[src/hw/dma_bm_pkg.sv]
// Shared constants and types of the DMA bus-master signalling block
package dma_bm_pkg;
    // ------------------------------------------------------------
    // Widths
    // ------------------------------------------------------------
    localparam int NUM_CH = 4;                 // Channels served
    localparam int ADDR_W = 16;                // Transfer address width
    localparam int UPPER_LSB = 8;              // First bit of the upper address byte
    localparam int MID_LSB = 4;                // First bit of the middle nibble
    // ------------------------------------------------------------
    // Transfer types
    // ------------------------------------------------------------
    localparam logic [1:0] XFER_VERIFY = 2'h0; // No memory strobe
    localparam logic [1:0] XFER_WRITE = 2'h1;  // Peripheral to memory
    localparam logic [1:0] XFER_READ = 2'h2;   // Memory to peripheral
    localparam logic [1:0] XFER_MEM2MEM = 2'h3;// Memory to memory
    // ------------------------------------------------------------
    // Reset values
    // ------------------------------------------------------------
    localparam logic ACK_POL_RESET = 1'b0;     // Acknowledge active low after reset
    localparam logic STROBE_IDLE = 1'b1;       // Inactive level of low-true strobes
    // Service states
    typedef enum logic [2:0] {
        ST_IDLE,
        ST_HOLD_WAIT,
        ST_ADDR_UPDATE,
        ST_XFER2,
        ST_XFER3,
        ST_XFER4
    } state_t;
endpackage

[src/hw/req_sel_if.sv]
// Carrier between the top and the request selector
`timescale 1ns/1ps
interface req_sel_if #(parameter int CH = 4);
    logic [CH-1:0] req_raw;   // Asynchronous peripheral requests
    logic [CH-1:0] mask;      // Mask bits, set means ignored
    logic [CH-1:0] sw_req;    // Software requests
    logic pending;            // Some channel wants service
    logic [CH-1:0] chan_oh;   // Winning channel, one-hot
    modport sel (input req_raw, input mask, input sw_req, output pending, output chan_oh);
    modport top (output req_raw, output mask, output sw_req, input pending, input chan_oh);
endinterface

[src/hw/req_select.sv]
// Request synchroniser and fixed-priority channel pick
`timescale 1ns/1ps
module req_select #(
    parameter int CH = 4
) (
    input wire logic clock_i,
    input wire logic arst_n_i,
    req_sel_if.sel rq
);
    logic [CH-1:0] meta_r;   // First synchroniser stage
    logic [CH-1:0] sync_r;   // Second synchroniser stage
    logic [CH-1:0] want;     // Requests eligible for service

    // ------------------------------------------------------------
    // Two-stage synchroniser for the asynchronous request pins
    // ------------------------------------------------------------
    always_ff @(posedge clock_i or negedge arst_n_i) begin
        if (!arst_n_i) begin
            meta_r <= '0;
            sync_r <= '0;
        end else begin
            meta_r <= rq.req_raw;
            sync_r <= meta_r;
        end
    end

    // Unmasked hardware requests or software requests
    assign want = (sync_r & ~rq.mask) | rq.sw_req;
    // Lowest index wins
    assign rq.chan_oh = want & (~want + {{(CH-1){1'b0}}, 1'b1});
    assign rq.pending = |want;
endmodule // req_select

[src/hw/dma_bus_master.sv]
// Bus-master sequencing and pin drive of a four-channel DMA controller
`timescale 1ns/1ps
// What this block does
// Middle nibble driven only during service
// Hold request on unmasked or software request
// Buses taken only after hold grant
// Looped grant gives exactly one wait
// Acknowledge granted channel, polarity, reset low
// Upper drive enable high during transfers
// Latch strobe pulses to capture upper byte
// Skip address update when upper byte same
// Latch strobe timed from falling edge
// Memory read strobe low on reads
// Memory write strobe low on writes
// Upper address byte on data pins
// Low nibble out when active only
// Peripheral holds request until acknowledged
// Release everything when service ends
module dma_bus_master #(
    parameter int CH = dma_bm_pkg::NUM_CH
) (
    input wire logic clock_i,
    input wire logic arst_n_i,
    input wire logic [CH-1:0] channel_request_i,    // Asynchronous peripheral requests
    input wire logic [CH-1:0] channel_mask_i,       // Mask bits
    input wire logic [CH-1:0] sw_request_i,         // Software requests
    input wire logic ack_active_high_i,             // Acknowledge polarity, taken while idle
    input wire logic [1:0] xfer_type_i,             // Transfer type
    input wire logic block_mode_i,                  // Block rather than single transfer
    input wire logic [dma_bm_pkg::ADDR_W-1:0] start_addr_i, // Source address
    input wire logic [dma_bm_pkg::ADDR_W-1:0] dest_addr_i,  // Destination for memory to memory
    input wire logic [dma_bm_pkg::ADDR_W-1:0] word_count_i, // Transfers minus one
    input wire logic bus_hold_grant_i,              // Grant from the host, same clock
    output logic bus_hold_request_o,
    output logic [CH-1:0] channel_acknowledge_o,
    output logic upper_addr_drive_enable_o,
    output logic upper_addr_latch_strobe_o,
    output logic [3:0] addr_mid_nibble_o,
    output logic addr_mid_nibble_oe_o,
    output logic [3:0] addr_low_nibble_o,
    output logic addr_low_nibble_oe_o,
    output logic [7:0] data_bus_o,
    output logic data_bus_oe_o,
    output logic mem_read_strobe_n_o,
    output logic mem_read_strobe_oe_o,
    output logic mem_write_strobe_n_o,
    output logic mem_write_strobe_oe_o
);
    localparam int AW = dma_bm_pkg::ADDR_W;
    localparam int UL = dma_bm_pkg::UPPER_LSB;
    localparam int ML = dma_bm_pkg::MID_LSB;

    initial begin
        if (CH < 1 || CH > 8) begin
            $error("CH must lie between 1 and 8");
        end
    end

    // ------------------------------------------------------------
    // Request selection
    // ------------------------------------------------------------
    req_sel_if #(.CH(CH)) rq ();
    assign rq.req_raw = channel_request_i;
    assign rq.mask = channel_mask_i;
    assign rq.sw_req = sw_request_i;

    req_select #(.CH(CH)) u_sel (
        .clock_i(clock_i),
        .arst_n_i(arst_n_i),
        .rq(rq)
    );

    dma_bm_pkg::state_t state_r;          // Current service state
    dma_bm_pkg::state_t state_nxt;        // Next service state
    logic [AW-1:0] src_r;                 // Source or single address
    logic [AW-1:0] dst_r;                 // Destination address
    logic [AW-1:0] cnt_r;                 // Remaining transfers minus one
    logic [1:0] type_r;                   // Transfer type of this service
    logic block_r;                        // Block service
    logic phase_r;                        // Write half of memory to memory
    logic phase_nxt;
    logic [CH-1:0] chan_r;                // Channel being served
    logic ack_pol_r;                      // Acknowledge polarity, high means active high
    logic [7:0] upper_r;                  // Upper byte held in the external latch
    logic [AW-1:0] cur_addr;              // Address of the half in progress
    logic [AW-1:0] next_addr;             // Address of the following half
    logic [AW-1:0] addr_nxt;              // Address shown after this edge
    logic last_step;                      // Service finishes at this step
    logic active_nxt;                     // Bus owned in the next state
    logic rd_nxt;                         // Read strobe low in the next state
    logic wr_nxt;                         // Write strobe low in the next state

    assign cur_addr = phase_r ? dst_r : src_r;
    assign last_step = !block_r || (cnt_r == '0);

    // Address that follows the current half
    always_comb begin
        next_addr = src_r + {{(AW-1){1'b0}}, 1'b1};
        if (type_r == dma_bm_pkg::XFER_MEM2MEM) begin
            next_addr = phase_r ? (src_r + {{(AW-1){1'b0}}, 1'b1}) : dst_r;
        end
    end

    // ------------------------------------------------------------
    // Next state
    // ------------------------------------------------------------
    always_comb begin
        state_nxt = state_r;
        phase_nxt = phase_r;
        case (state_r)
            dma_bm_pkg::ST_IDLE: begin
                // Request the buses
                if (rq.pending) begin
                    state_nxt = dma_bm_pkg::ST_HOLD_WAIT;
                end
                phase_nxt = 1'b0;
            end
            dma_bm_pkg::ST_HOLD_WAIT: begin
                // Stay until the host releases the buses
                if (bus_hold_grant_i) begin
                    state_nxt = dma_bm_pkg::ST_ADDR_UPDATE;
                end
            end
            dma_bm_pkg::ST_ADDR_UPDATE: state_nxt = dma_bm_pkg::ST_XFER2;
            dma_bm_pkg::ST_XFER2: state_nxt = dma_bm_pkg::ST_XFER3;
            dma_bm_pkg::ST_XFER3: state_nxt = dma_bm_pkg::ST_XFER4;
            dma_bm_pkg::ST_XFER4: begin
                if (type_r == dma_bm_pkg::XFER_MEM2MEM && !phase_r) begin
                    // Write half follows the read half
                    phase_nxt = 1'b1;
                    state_nxt = (next_addr[AW-1:UL] != upper_r) ? dma_bm_pkg::ST_ADDR_UPDATE
                                                                : dma_bm_pkg::ST_XFER2;
                end else if (last_step) begin
                    phase_nxt = 1'b0;
                    state_nxt = dma_bm_pkg::ST_IDLE;
                end else begin
                    // Update the latch only when the upper byte moves
                    phase_nxt = 1'b0;
                    state_nxt = (next_addr[AW-1:UL] != upper_r) ? dma_bm_pkg::ST_ADDR_UPDATE
                                                                : dma_bm_pkg::ST_XFER2;
                end
            end
            default: state_nxt = dma_bm_pkg::ST_IDLE;
        endcase
    end

    // Address that the pins show after this edge
    assign addr_nxt = (state_r == dma_bm_pkg::ST_XFER4 && state_nxt != dma_bm_pkg::ST_IDLE) ? next_addr
                    : (state_r == dma_bm_pkg::ST_HOLD_WAIT) ? src_r : cur_addr;
    assign active_nxt = (state_nxt != dma_bm_pkg::ST_IDLE) && (state_nxt != dma_bm_pkg::ST_HOLD_WAIT);
    assign rd_nxt = (state_nxt == dma_bm_pkg::ST_XFER2 || state_nxt == dma_bm_pkg::ST_XFER3 ||
                     state_nxt == dma_bm_pkg::ST_XFER4) &&
                    (type_r == dma_bm_pkg::XFER_READ ||
                     (type_r == dma_bm_pkg::XFER_MEM2MEM && !phase_nxt));
    assign wr_nxt = (state_nxt == dma_bm_pkg::ST_XFER3 || state_nxt == dma_bm_pkg::ST_XFER4) &&
                    (type_r == dma_bm_pkg::XFER_WRITE ||
                     (type_r == dma_bm_pkg::XFER_MEM2MEM && phase_nxt));

    // ------------------------------------------------------------
    // State register
    // ------------------------------------------------------------
    always_ff @(posedge clock_i or negedge arst_n_i) begin
        if (!arst_n_i) begin
            state_r <= dma_bm_pkg::ST_IDLE;
            phase_r <= 1'b0;
        end else begin
            state_r <= state_nxt;
            phase_r <= phase_nxt;
        end
    end

    // Service setup when leaving idle, addresses step after each transfer but the last
    always_ff @(posedge clock_i or negedge arst_n_i) begin
        if (!arst_n_i) begin
            src_r <= '0;
            dst_r <= '0;
            cnt_r <= '0;
            type_r <= dma_bm_pkg::XFER_VERIFY;
            block_r <= 1'b0;
            chan_r <= '0;
        end else if (state_r == dma_bm_pkg::ST_IDLE && rq.pending) begin
            src_r <= start_addr_i;
            dst_r <= dest_addr_i;
            cnt_r <= word_count_i;
            type_r <= xfer_type_i;
            block_r <= block_mode_i;
            chan_r <= rq.chan_oh;
        end else if (state_r == dma_bm_pkg::ST_XFER4 && !last_step &&
                     (type_r != dma_bm_pkg::XFER_MEM2MEM || phase_r)) begin
            src_r <= src_r + {{(AW-1){1'b0}}, 1'b1};
            if (type_r == dma_bm_pkg::XFER_MEM2MEM) begin
                dst_r <= dst_r + {{(AW-1){1'b0}}, 1'b1};
            end
            cnt_r <= cnt_r - {{(AW-1){1'b0}}, 1'b1};
        end
    end

    // Polarity follows its input only while idle
    always_ff @(posedge clock_i or negedge arst_n_i) begin
        if (!arst_n_i) begin
            ack_pol_r <= dma_bm_pkg::ACK_POL_RESET;
        end else if (state_r == dma_bm_pkg::ST_IDLE) begin
            ack_pol_r <= ack_active_high_i;
        end
    end

    // Upper byte that the external latch holds
    always_ff @(posedge clock_i or negedge arst_n_i) begin
        if (!arst_n_i) begin
            upper_r <= '0;
        end else if (state_r == dma_bm_pkg::ST_ADDR_UPDATE) begin
            upper_r <= cur_addr[AW-1:UL];
        end
    end

    // ------------------------------------------------------------
    // Registered pin drive
    // ------------------------------------------------------------
    always_ff @(posedge clock_i or negedge arst_n_i) begin
        if (!arst_n_i) begin
            bus_hold_request_o <= 1'b0;
            upper_addr_drive_enable_o <= 1'b0;
            channel_acknowledge_o <= {CH{1'b1}};
            addr_mid_nibble_o <= '0;
            addr_mid_nibble_oe_o <= 1'b0;
            addr_low_nibble_o <= '0;
            addr_low_nibble_oe_o <= 1'b0;
            data_bus_o <= '0;
            data_bus_oe_o <= 1'b0;
            mem_read_strobe_n_o <= dma_bm_pkg::STROBE_IDLE;
            mem_read_strobe_oe_o <= 1'b0;
            mem_write_strobe_n_o <= dma_bm_pkg::STROBE_IDLE;
            mem_write_strobe_oe_o <= 1'b0;
        end else begin
            bus_hold_request_o <= (state_nxt != dma_bm_pkg::ST_IDLE);
            upper_addr_drive_enable_o <= active_nxt;
            // Only the served channel, in the chosen sense
            channel_acknowledge_o <= ((state_r == dma_bm_pkg::ST_IDLE ? ack_active_high_i : ack_pol_r)
                                      ? (active_nxt ? chan_r : '0) : ~(active_nxt ? chan_r : '0));
            addr_mid_nibble_o <= addr_nxt[UL-1:ML];
            addr_mid_nibble_oe_o <= active_nxt;
            addr_low_nibble_o <= addr_nxt[ML-1:0];
            addr_low_nibble_oe_o <= active_nxt;
            data_bus_o <= addr_nxt[AW-1:UL];
            data_bus_oe_o <= active_nxt;
            mem_read_strobe_n_o <= !rd_nxt;
            mem_read_strobe_oe_o <= active_nxt;
            mem_write_strobe_n_o <= !wr_nxt;
            mem_write_strobe_oe_o <= active_nxt;
        end
    end

    // Latch strobe launched on the falling edge through the update state
    always_ff @(negedge clock_i or negedge arst_n_i) begin
        if (!arst_n_i) begin
            upper_addr_latch_strobe_o <= 1'b0;
        end else begin
            upper_addr_latch_strobe_o <= (state_r == dma_bm_pkg::ST_ADDR_UPDATE);
        end
    end
endmodule // dma_bus_master

[config.mk]
export PLATFORM = sky130hd
export DESIGN_NAME = dma_bus_master
export DESIGN_NICKNAME = d
export VERILOG_FILES = /design/src/hw/dma_bm_pkg.sv /design/src/hw/req_sel_if.sv /design/src/hw/req_select.sv /design/src/hw/dma_bus_master.sv
export SDC_FILE = /design/constraint.sdc
export NUM_CORES = 1
export LEC_CHECK = 0
export BUFFER_PORTS_ARGS = -buffer_cell sky130_fd_sc_hd__buf_4
export CAP_MARGIN = 20
export CORE_ASPECT_RATIO = 1.5
export CORE_MARGIN = 5
export CORE_UTILIZATION = 30
export DETAILED_ROUTE_END_ITERATION = 12
export PLACE_DENSITY = 0.54
export SYNTH_ARGS = -nofsm -noshare
export SYNTH_HDL_FRONTEND = slang
export SYNTH_SLANG_ARGS = --single-unit
export TNS_END_PERCENT = 20
[constraint.sdc]
create_clock -name clock_i -period 3.7 [get_ports clock_i]
set_clock_uncertainty 0.1 [all_clocks]
set_input_delay 0.74 -clock clock_i [delete_from_list [all_inputs] [get_ports clock_i]]
set_output_delay 0.74 -clock clock_i [all_outputs]
set_load 0.02 [all_outputs]
After elaboration in Yosys (flattened, before gate mapping)
Index checks and enable logic that the tools add are counted.
{"block": "word_totals", "regBits": 101, "input_bits": 67, "out_inout_bits": 30, "elab_cells": 98}
{"block": "classes", "n_addsub": 4, "n_eq_ne": 14, "muxes": 23, "n_bitwise": 6, "reduce_logical": 30}
{"cell": "16-bit two-way mux", "n": 12}
{"cell": "16-bit by 1-bit adder with 16-bit output (second input constant)", "n": 2}
{"cell": "3-bit one-hot mux with 6 select lines", "n": 1}
{"cell": "16-bit logical NOT", "n": 1}
{"cell": "16-bit by 1-bit subtractor with 16-bit output (second input constant)", "n": 1}
{"cell": "3-bit == test (second input constant)", "n": 4}
{"cell": "4-bit inverter", "n": 3}
{"cell": "1-bit logical AND", "n": 10}
{"cell": "3-bit by 2-bit == test with 1-bit output (second input constant)", "n": 3}
{"cell": "4-bit bitwise AND", "n": 2}
{"cell": "4-bit two-way mux", "n": 2}
{"cell": "8-bit inequality test", "n": 1}
{"cell": "1-bit logical OR", "n": 7}
{"cell": "1-bit logical NOT", "n": 6}
{"cell": "3-bit two-way mux", "n": 2}
{"cell": "4-bit by 1-bit adder with 4-bit output (second input constant)", "n": 1}
{"cell": "2-bit == test (second input constant)", "n": 2}
{"cell": "2-bit two-way mux", "n": 2}
{"cell": "4-bit bitwise OR", "n": 1}
{"cell": "2-bit nonzero test", "n": 2}
{"cell": "4-bit OR reduction", "n": 1}
{"cell": "3-bit by 1-bit == test with 1-bit output (second input constant)", "n": 1}
{"cell": "3-bit logical NOT", "n": 1}
{"cell": "1-bit two-way mux", "n": 3}
{"cell": "other kinds (6)", "n": 6}

Logic depth before layout (Yosys ltp)
Gate-level depths: netlist of run 1.
{"block": "depth", "ltp_word": 13, "ltp_mapped": 10, "mapped_depth_nobuf": 7}

By module
A second synthesis of run 1 with hierarchy kept.
{"block": "hier_totals", "cells_unflattened": 604, "hier_area_um2": 5496.5}
{"module": "dma_bus_master", "instances": 1, "cells_per_inst": 584, "area_each_um2": 5208.7, "seq_area_each_um2": 2334.7}
{"module": "req_select", "instances": 1, "cells_per_inst": 20, "area_each_um2": 287.8, "seq_area_each_um2": 200.2}

==> out/metrics.yaml, run 1 <==
outcome:
  run_status: "finished clean"
worst_setup_path:
  worstSetupStartpointType: "flop"
  worst_path_largest_cell_delay_ps: 390
  critPathArrivalTime_ps: 2710
  kind_of_end_point_of_the_critical_path: "output port"
  count_of_buffering_cells_on_the_critical_path_with_inverters_included: 1
  timing.critical_path.slowest_stage_cell: "sky130_fd_sc_hd__dfrtn_1"
  cp_max_fo: 1
  timing.critical_path.max_delay_family: "flip-flops"
  launching_point_of_the_worst_reg2reg_path: "state_r[1]$_DFF_PN0_"
  worst-setup-path-type: "reg -> out"
  required_time_at_the_worst_slack_endpoint_ps: 2860
  cp_cell_sequence: "buf_4"
  critPathLaunch: "upper_addr_latch_strobe_o$_DFF_NN0_"
clocking:
  worst_setup_hold_path_clk_slew_ps: 90
  cts_num_sinks: 101
  cts_buffer_depth: 2
  ctsHoldBuffers: 0
  worstSkewPairLatency_ps: 360
  ctsResizeCount: 0
  cts_tree: "yes"
  clk_root_buffer_cell: "sky130_fd_sc_hd__clkbuf_16"
  postCtsSetupRepairBufs: 0
  cts.htree.levels: 3
  tritoncts.num_buffers: 9
floorplan:
  i_o_pins: 97
  chipWidth_microns: 122.4
  die_height_microns: 178.5
  die_area_sq_um: 21840
  floorplan.rows: 61
  design.core.area_sq_um: 18620
  floorplan.initialDensity: 0.3050
timing:
  report.final.slew_viol_count: 0
  fin_hold_ws_ps: 253.8
  final_hold_viol_count: 0
  relSlewSlack: 0.4021
  setup_viol: 0
  postLayoutSetupSlackWorst_ps: 145.8
  fin_setup_tns_ps: 0
  worst_margin_pin_slew_ps: 896.9
  rsz0062_at_grt: "no"
logic_synthesis:
  syn-num-nets: 713
  yosys.area_share.simple: 0.2183
  synth_seq_cells: 101
  synth_warnings: 0
  number_of_enable_flip_flop_cells_after_synthesis: 0
  post_synth_mux_area_share: 0.02291
  cell_area_synth_sq_um: 5680
  post_synth_xor_area_fraction: 0.07863
  ys_types: 66
  synth-adder-area-share: 0.006608
  post_synth.cell_area_avg_sq_um: 8.834
  synth.yosys.seq_area_share: 0.4463
  synth_top_flop_cell: "sky130_fd_sc_hd__dfrtp_1"
  compound_cell_area_share_of_the_yosys_netlist: 0.1804
  combinational_family_with_the_most_area_after_synthesis: "simple AND/OR/NAND/NOR gates"
  syn_inst: 643
  synth-async-reset-ratio: 1.000
drt:
  routed_wirelength_microns: 16050
  drt-initial-drc-count: 260
  post_drt_wl_per_cell_microns: 16.56
  detailedRoute.firstPassIterationCount: 4
  drtAntennaViolNets: 0
  drc: 0
  routed_via_density: 5.084
  routed-via-count: 4926
layout:
  post-route-cell-area_sq_um: 6910
  layout.nets: 782
  antenna_cells: 0
  area_growth_syn_to_layout_pct: 21.65
  post_route_cells_drive_above_1_share: 0.1980
  fin_util: 0.3711
hold_path:
  min_path_type: "reg -> reg"
  timing.hold.worst.start: "u_sel.meta_r[1]$_DFF_PN0_"
placement:
  place_area_sq_um: 6609
  dpl_worst_slack_ps: 504.5
  numPortBuffers: 96
  gp_congestion: 0.8572
  place.detailed.hpwl_microns: 11720
global_routing:
  grt_max_degree: 101
  grt_pass1_vias: 4982
  grt_use_total: 0.1510
  grt_antenna_before_repair: 0
  grt_remaining_overflow: 0
  grt_pass1_wl_microns: 25810
pwr:
  leakage_dissipation_nw: 2.732
  power.ir.vdd_worst_v: 0.0002700
  power-per-cell-area_nw_per_um2: 836.7
job:
  cap_viol_max_count: 0
-- report_power, final --
group / internal [W] / switching, W / leakage (nW) / total [W]
registers: 0.00162 / 0.000677 / 1.20 / 0.00230
logic: 0.00110 / 0.00141 / 1.39 / 0.00251
clock network: 0.000483 / 0.000488 / 0.149 / 0.000971
-- metrics by stage --
stage	instances	total power (W)
after floorplan	643	0.003967
after global placement	953	0.004840
after detailed placement	953	0.004855
after CTS	969	0.005844
after global routing	969	0.006238
final	969	0.005782
-- layout by cell type (no fill, tap or decap), drive strengths merged, types with 7 or more instances in the layout --
| cell type | synthesis | layout |
|---|---|---|
| nor2 | 65 | 65 |
| mux2i | 13 | 13 |
| clkbuf | 30 | 9 |
| o21ai | 57 | 57 |
| buf | 17 | 105 |
| nand4 | 7 | 7 |
| xor2 | 18 | 18 |
| nand3 | 19 | 19 |
| xnor2 | 33 | 33 |
| dfrtp | 94 | 94 |
| a21oi | 33 | 33 |
| inv | 11 | 15 |
| nor4 | 8 | 8 |
| a211oi | 7 | 7 |
| or3 | 10 | 10 |
| nand2 | 86 | 86 |
| a31oi | 16 | 16 |
| or4 | 12 | 12 |
| nor3 | 15 | 15 |
-- cell usage after synthesis, types with 9 or more instances --
| cell type | number | area share |
|---|---|---|
| sky130_fd_sc_hd__dfrtp_1 | 94 | 0.41 |
| sky130_fd_sc_hd__o21ai_1 | 32 | 0.028 |
| sky130_fd_sc_hd__a31oi_1 | 16 | 0.018 |
| sky130_fd_sc_hd__xnor2_1 | 33 | 0.051 |
| sky130_fd_sc_hd__nor2_1 | 65 | 0.043 |
| sky130_fd_sc_hd__nor3_1 | 14 | 0.012 |
| sky130_fd_sc_hd__a21oi_1 | 33 | 0.029 |
| sky130_fd_sc_hd__o21ai_0 | 25 | 0.022 |
| sky130_fd_sc_hd__or4_1 | 12 | 0.016 |
| sky130_fd_sc_hd__or3_1 | 9 | 0.0099 |
| sky130_fd_sc_hd__xor2_1 | 18 | 0.028 |
| sky130_fd_sc_hd__inv_1 | 11 | 0.0073 |
| sky130_fd_sc_hd__mux2i_1 | 13 | 0.023 |
| sky130_fd_sc_hd__nand2_1 | 86 | 0.057 |
| sky130_fd_sc_hd__clkbuf_1 | 30 | 0.020 |
| sky130_fd_sc_hd__nand3_1 | 19 | 0.017 |
-- final timing paths --
check,slack [ps],cells past startpoint,to
min in group asynchronous,420,2,cnt_r[7]$_DFFE_PN0P_
hold reg to reg,250,0,u_sel.sync_r[1]$_DFF_PN0_
max in group asynchronous,1500,1,upper_addr_latch_strobe_o$_DFF_NN0_
hold / removal,250,0,u_sel.sync_r[1]$_DFF_PN0_
setup reg to reg,660,2,upper_addr_latch_strobe_o$_DFF_NN0_
setup / recovery,150,1,upper_addr_latch_strobe_o
-- cells by family (layout without fill, tap and decap cells) --
logic type	Yosys count	count (layout)
fa+ha+maj	3	3
flops	101	101
mux	13	13
xor+xnor	51	51
simple gates	257	257
compound gates	160	160
buf+inv	58	132
-- cell type report --
type / count / area (sq um)
multi-input cells: 484 / 2904
fillers: 1973 / 11710
repair buffers: 105 / 813.3
inverters: 11 / 41.29
well taps: 252 / 315.3
clock inverters: 7 / 76.32
clock buffers: 9 / 225.2
flip-flops and latches: 101 / 2535
-- flip-flops by register name, indices dropped and copies added, names as in the netlist, 2 cells and up --
signal / flops
u_sel.sync_r: 4
data_bus_o: 8
type_r: 2
addr_mid_nibble_o: 4
src_r: 16
dst_r: 16
channel_acknowledge_o: 4
state_r: 3
chan_r: 4
cnt_r: 16
addr_low_nibble_o: 4
upper_r: 8
u_sel.meta_r: 4
-- metal layers --
metal / up-vias / track usage / part of all wire
met5: - / 0 / 0
met3: 14 / 0.01999 / 0.029
met4: 0 / 0.04998 / 0.017
li1: 2413 / - / -
met1: 2405 / 0.1821 / 0.41
met2: 94 / 0.2741 / 0.54
(Power assumes the default switching activity.)
==> run 2: changes to the inputs <==
- SYNTH_HIERARCHICAL: not set -> 1
==> run 2 against run 1 <==
Compared with the run above: critical path depth is the same; total power fell by 3.9%; sequential share of layout area is 1.5 points higher; cell area fell by 3.8%; count of clock-buffer cells in the layout grew 3; combinational power decreased by 8%.
==> out/metrics.yaml, run 2 <==
logic_synthesis:
  synth-async-reset-ratio: 1.000  # unchanged
  post-synth-top-area-fraction: 0.4280  # +0.01386
  cell_area_synth_sq_um: 5497  # -3.2%
  ys_types: 68  # +3.0%
  synth_commonest_cells: "sky130_fd_sc_hd__nand2_1, sky130_fd_sc_hd__dfrtp_1, sky130_fd_sc_hd__o21ai_0"
  syn_inst: 604  # -6.1%
  synth_top_flop_cell: "sky130_fd_sc_hd__dfrtp_1"
  syn-num-nets: 674  # -5.5%
  synthDominantAreaCellType: "sky130_fd_sc_hd__dfrtp_1"
  synthTopCellsByArea: "sky130_fd_sc_hd__dfrtp_1, sky130_fd_sc_hd__nand2_1, sky130_fd_sc_hd__xnor2_1"
  post_synth.cell_area_avg_sq_um: 9.100  # +3.0%
  synth.yosys.seq_area_share: 0.4612  # +0.01493
  synth_warnings: 6  # +6
  synth_seq_cells: 101  # unchanged
  post-synth-top-count-cell: "sky130_fd_sc_hd__nand2_1"
  number_of_enable_flip_flop_cells_after_synthesis: 0  # unchanged
clocking:
  cts.htree.levels: 3  # unchanged
  cts_buffer_depth: 2  # unchanged
  ctsResizeCount: 0  # unchanged
  cts_num_sinks: 101  # unchanged
  worst_setup_hold_path_clk_slew_ps: 60  # -30 ps
  cts_tree: "yes"
  postCtsSetupRepairBufs: 0  # unchanged
  tritoncts.num_buffers: 9  # unchanged
  ctsHoldBuffers: 0  # unchanged
  worstSkewPairLatency_ps: 350  # about the same
  clk_root_buffer_cell: "sky130_fd_sc_hd__clkbuf_16"
global_routing:
  grt_pass1_wl_microns: 24100  # -6.6%
  grt_max_degree: 64  # -37%
  grt_use_total: 0.1417  # -0.009351
  grt_remaining_overflow: 0  # unchanged
  grt_antenna_before_repair: 0  # unchanged
  grt_pass1_vias: 4737  # -4.9%
timing:
  setup_viol: 0  # unchanged
  worst_margin_pin_slew_ps: 827.1  # -69.81 ps
  final_hold_viol_count: 0  # unchanged
  rsz0062_at_grt: "no"
  fin_setup_tns_ps: 0  # unchanged
  postLayoutSetupSlackWorst_ps: 145.2  # -0.5880 ps
  relSlewSlack: 0.4486  # +0.04654
  report.final.slew_viol_count: 0  # unchanged
layout:
  layout.nets: 749  # -4.2%
  post_route_insts_no_fill: 901  # -7.0%
  multi_input_area_sq_um: 2663  # -8.3%
  area_growth_syn_to_layout_pct: 20.92
  final_common_cell: "sky130_fd_sc_hd__nand2_1"
  fillCellCount: 1868  # -5.3%
  antenna_cells: 0  # unchanged
  post_route_cells_drive_above_1_share: 0.2208  # +0.02271
  commonest_non_fill_non_tap_cells_in_the_layout: "sky130_fd_sc_hd__nand2_1, sky130_fd_sc_hd__buf_4, sky130_fd_sc_hd__dfrtp_1, sky130_fd_sc_hd__o21ai_0, sky130_fd_sc_hd__nor2_1"
  largest_registers_in_the_final_layout: "cnt_r x16, dst_r x16, src_r x16"
  layout.area.seq_sq_um: 2535  # unchanged
worst_setup_path:
  rrSetupSlack_ps: 770  # +110 ps
  required_time_at_the_worst_slack_endpoint_ps: 2860  # about the same
  timing.critical_path.slowest_stage_cell: "sky130_fd_sc_hd__dfrtn_1"
  worst-setup-path-type: "reg -> out"
  critPathArrivalTime_ps: 2710  # about the same
  rr_worst_depth: 1  # -1
  worstSetupStartpointType: "flop"
  timing.critical_path.max_delay_family: "flip-flops"
  launching_point_of_the_worst_reg2reg_path: "state_r[2]$_DFF_PN0_"
  count_of_buffering_cells_on_the_critical_path_with_inverters_included: 1  # unchanged
  worst_path_largest_cell_delay_ps: 380  # about the same
  kind_of_end_point_of_the_critical_path: "output port"
  cp_cell_sequence: "buf_4"
  r2r-end: "upper_addr_latch_strobe_o$_DFF_NN0_"
  cp_max_fo: 1  # unchanged
drt:
  post_drt_wl_per_cell_microns: 16.43  # -0.78%
  routed-via-count: 4518  # -8.3%
  drc: 0  # unchanged
  drtAntennaViolNets: 0  # unchanged
  detailedRoute.firstPassIterationCount: 5  # +1
  routed_wirelength_microns: 14810  # -7.7%
  routed_via_density: 5.014  # -1.4%
  drt-initial-drc-count: 203  # -22%
floorplan:
  design.core.area_sq_um: 18020  # -3.3%
  floorplan.rows: 60  # -1.6%
  floorplan.initialDensity: 0.3051  # about the same
  chipWidth_microns: 120.5  # -1.5%
  i_o_pins: 97  # unchanged
  die_height_microns: 175.8  # -1.5%
  die_area_sq_um: 21190  # -3.0%
pwr:
  leakage_dissipation_nw: 2.782  # +1.8%
  power.ir.vdd_worst_v: 0.0003209  # +19%
  power-per-cell-area_nw_per_um2: 835.6  # -0.13%
hold_path:
  min_path_type: "in -> async"
placement:
  dp.cells: 885  # -7.1%
  place.detailed.hpwl_microns: 10960  # -6.5%
  gp_congestion: 0.8403  # -2.0%
  dpl_worst_slack_ps: 500.4  # -4.078 ps
  numPortBuffers: 96  # unchanged
job:
  cap_viol_max_count: 0  # unchanged
outcome:
  run_status: "finished clean"
## run 2: cell types whose count changed after synthesis, moves of 6 or more
| cell | previous run | this run |
|---|---|---|
| sky130_fd_sc_hd__o31ai_1 | 6 | 0 |
| sky130_fd_sc_hd__nor3_1 | 14 | 8 |
| sky130_fd_sc_hd__inv_1 | 11 | 21 |
| sky130_fd_sc_hd__nand2_1 | 86 | 107 |
| sky130_fd_sc_hd__clkbuf_1 | 30 | 23 |
| sky130_fd_sc_hd__or3_1 | 9 | 0 |
| sky130_fd_sc_hd__a31oi_1 | 16 | 2 |
| sky130_fd_sc_hd__o21ai_0 | 25 | 59 |
| sky130_fd_sc_hd__nor2_1 | 65 | 44 |
| sky130_fd_sc_hd__o21ai_1 | 32 | 5 |
| sky130_fd_sc_hd__or4_1 | 12 | 2 |
| sky130_fd_sc_hd__a21oi_1 | 33 | 25 |
## run 2: report_power, final
group | total, W | switching [W] | internal (W)
sequential | 0.00222 | 0.000597 | 0.00163
combinational | 0.00232 | 0.00131 | 0.00101
clock | 0.00101 | 0.000413 | 0.000594
## run 2: cells by family (layout without fill, tap and decap cells)
kind of cell | count (synthesis) | after routing | share of synthesized area
mux | 11 | 11 | 0.02026
buf+inv | 62 | 142 | 0.05463
flops | 101 | 101 | 0.4612
compound gates | 137 | 137 | 0.1575
fa+ha+maj | 3 | 3 | 0.006830
simple gates | 233 | 233 | 0.2087
xor+xnor | 57 | 57 | 0.09082
## run 2: area by class of cell
type,count,share of cell area
multi-input combinational,441,0.4006
inverter,21,0.01186
tap,217,0.04085
sequential,101,0.3814
timing repair buffer,105,0.1186
clock buffer,12,0.03558
clock inverter,4,0.01111
## run 2: how the worst max path moves through the flow
stage | from | endpoint | slack (ps) | cells after the start
2_1_floorplan | state_r[2]$_DFF_PN0_ | upper_addr_latch_strobe_o$_DFF_NN0_ | 270 | 3
3_3_place_gp | upper_addr_latch_strobe_o$_DFF_NN0_ | upper_addr_latch_strobe_o | 490 | 1
3_5_place_dp | upper_addr_latch_strobe_o$_DFF_NN0_ | upper_addr_latch_strobe_o | 500 | 1
4_1_cts | upper_addr_latch_strobe_o$_DFF_NN0_ | upper_addr_latch_strobe_o | 130 | 1
5_1_grt | upper_addr_latch_strobe_o$_DFF_NN0_ | upper_addr_latch_strobe_o | 110 | 1
6_report | upper_addr_latch_strobe_o$_DFF_NN0_ | upper_addr_latch_strobe_o | 150 | 1
## run 2: metrics by stage
step | area, sq um | total power (W) | hold WS, ps | utilization
floorplan | 5497 | 0.003820 | 231.2 | -
global placement | 6336 | 0.004508 | 233.0 | 0.3517
detailed placement | 6336 | 0.004575 | 237.2 | 0.3517
CTS | 6646 | 0.005609 | 81.36 | 0.3689
global route | 6646 | 0.005957 | 81.55 | 0.3689
finish | 6646 | 0.005554 | 86.63 | 0.3689
## run 2: layer usage
layer / vias up / global-route usage / part of all wire
met1: 2207 / 0.1672 / 0.40
met5: - / 0 / 0
met3: 9 / 0.02352 / 0.036
met2: 94 / 0.2608 / 0.55
met4: 0 / 0.04206 / 0.011
li1: 2208 / - / -
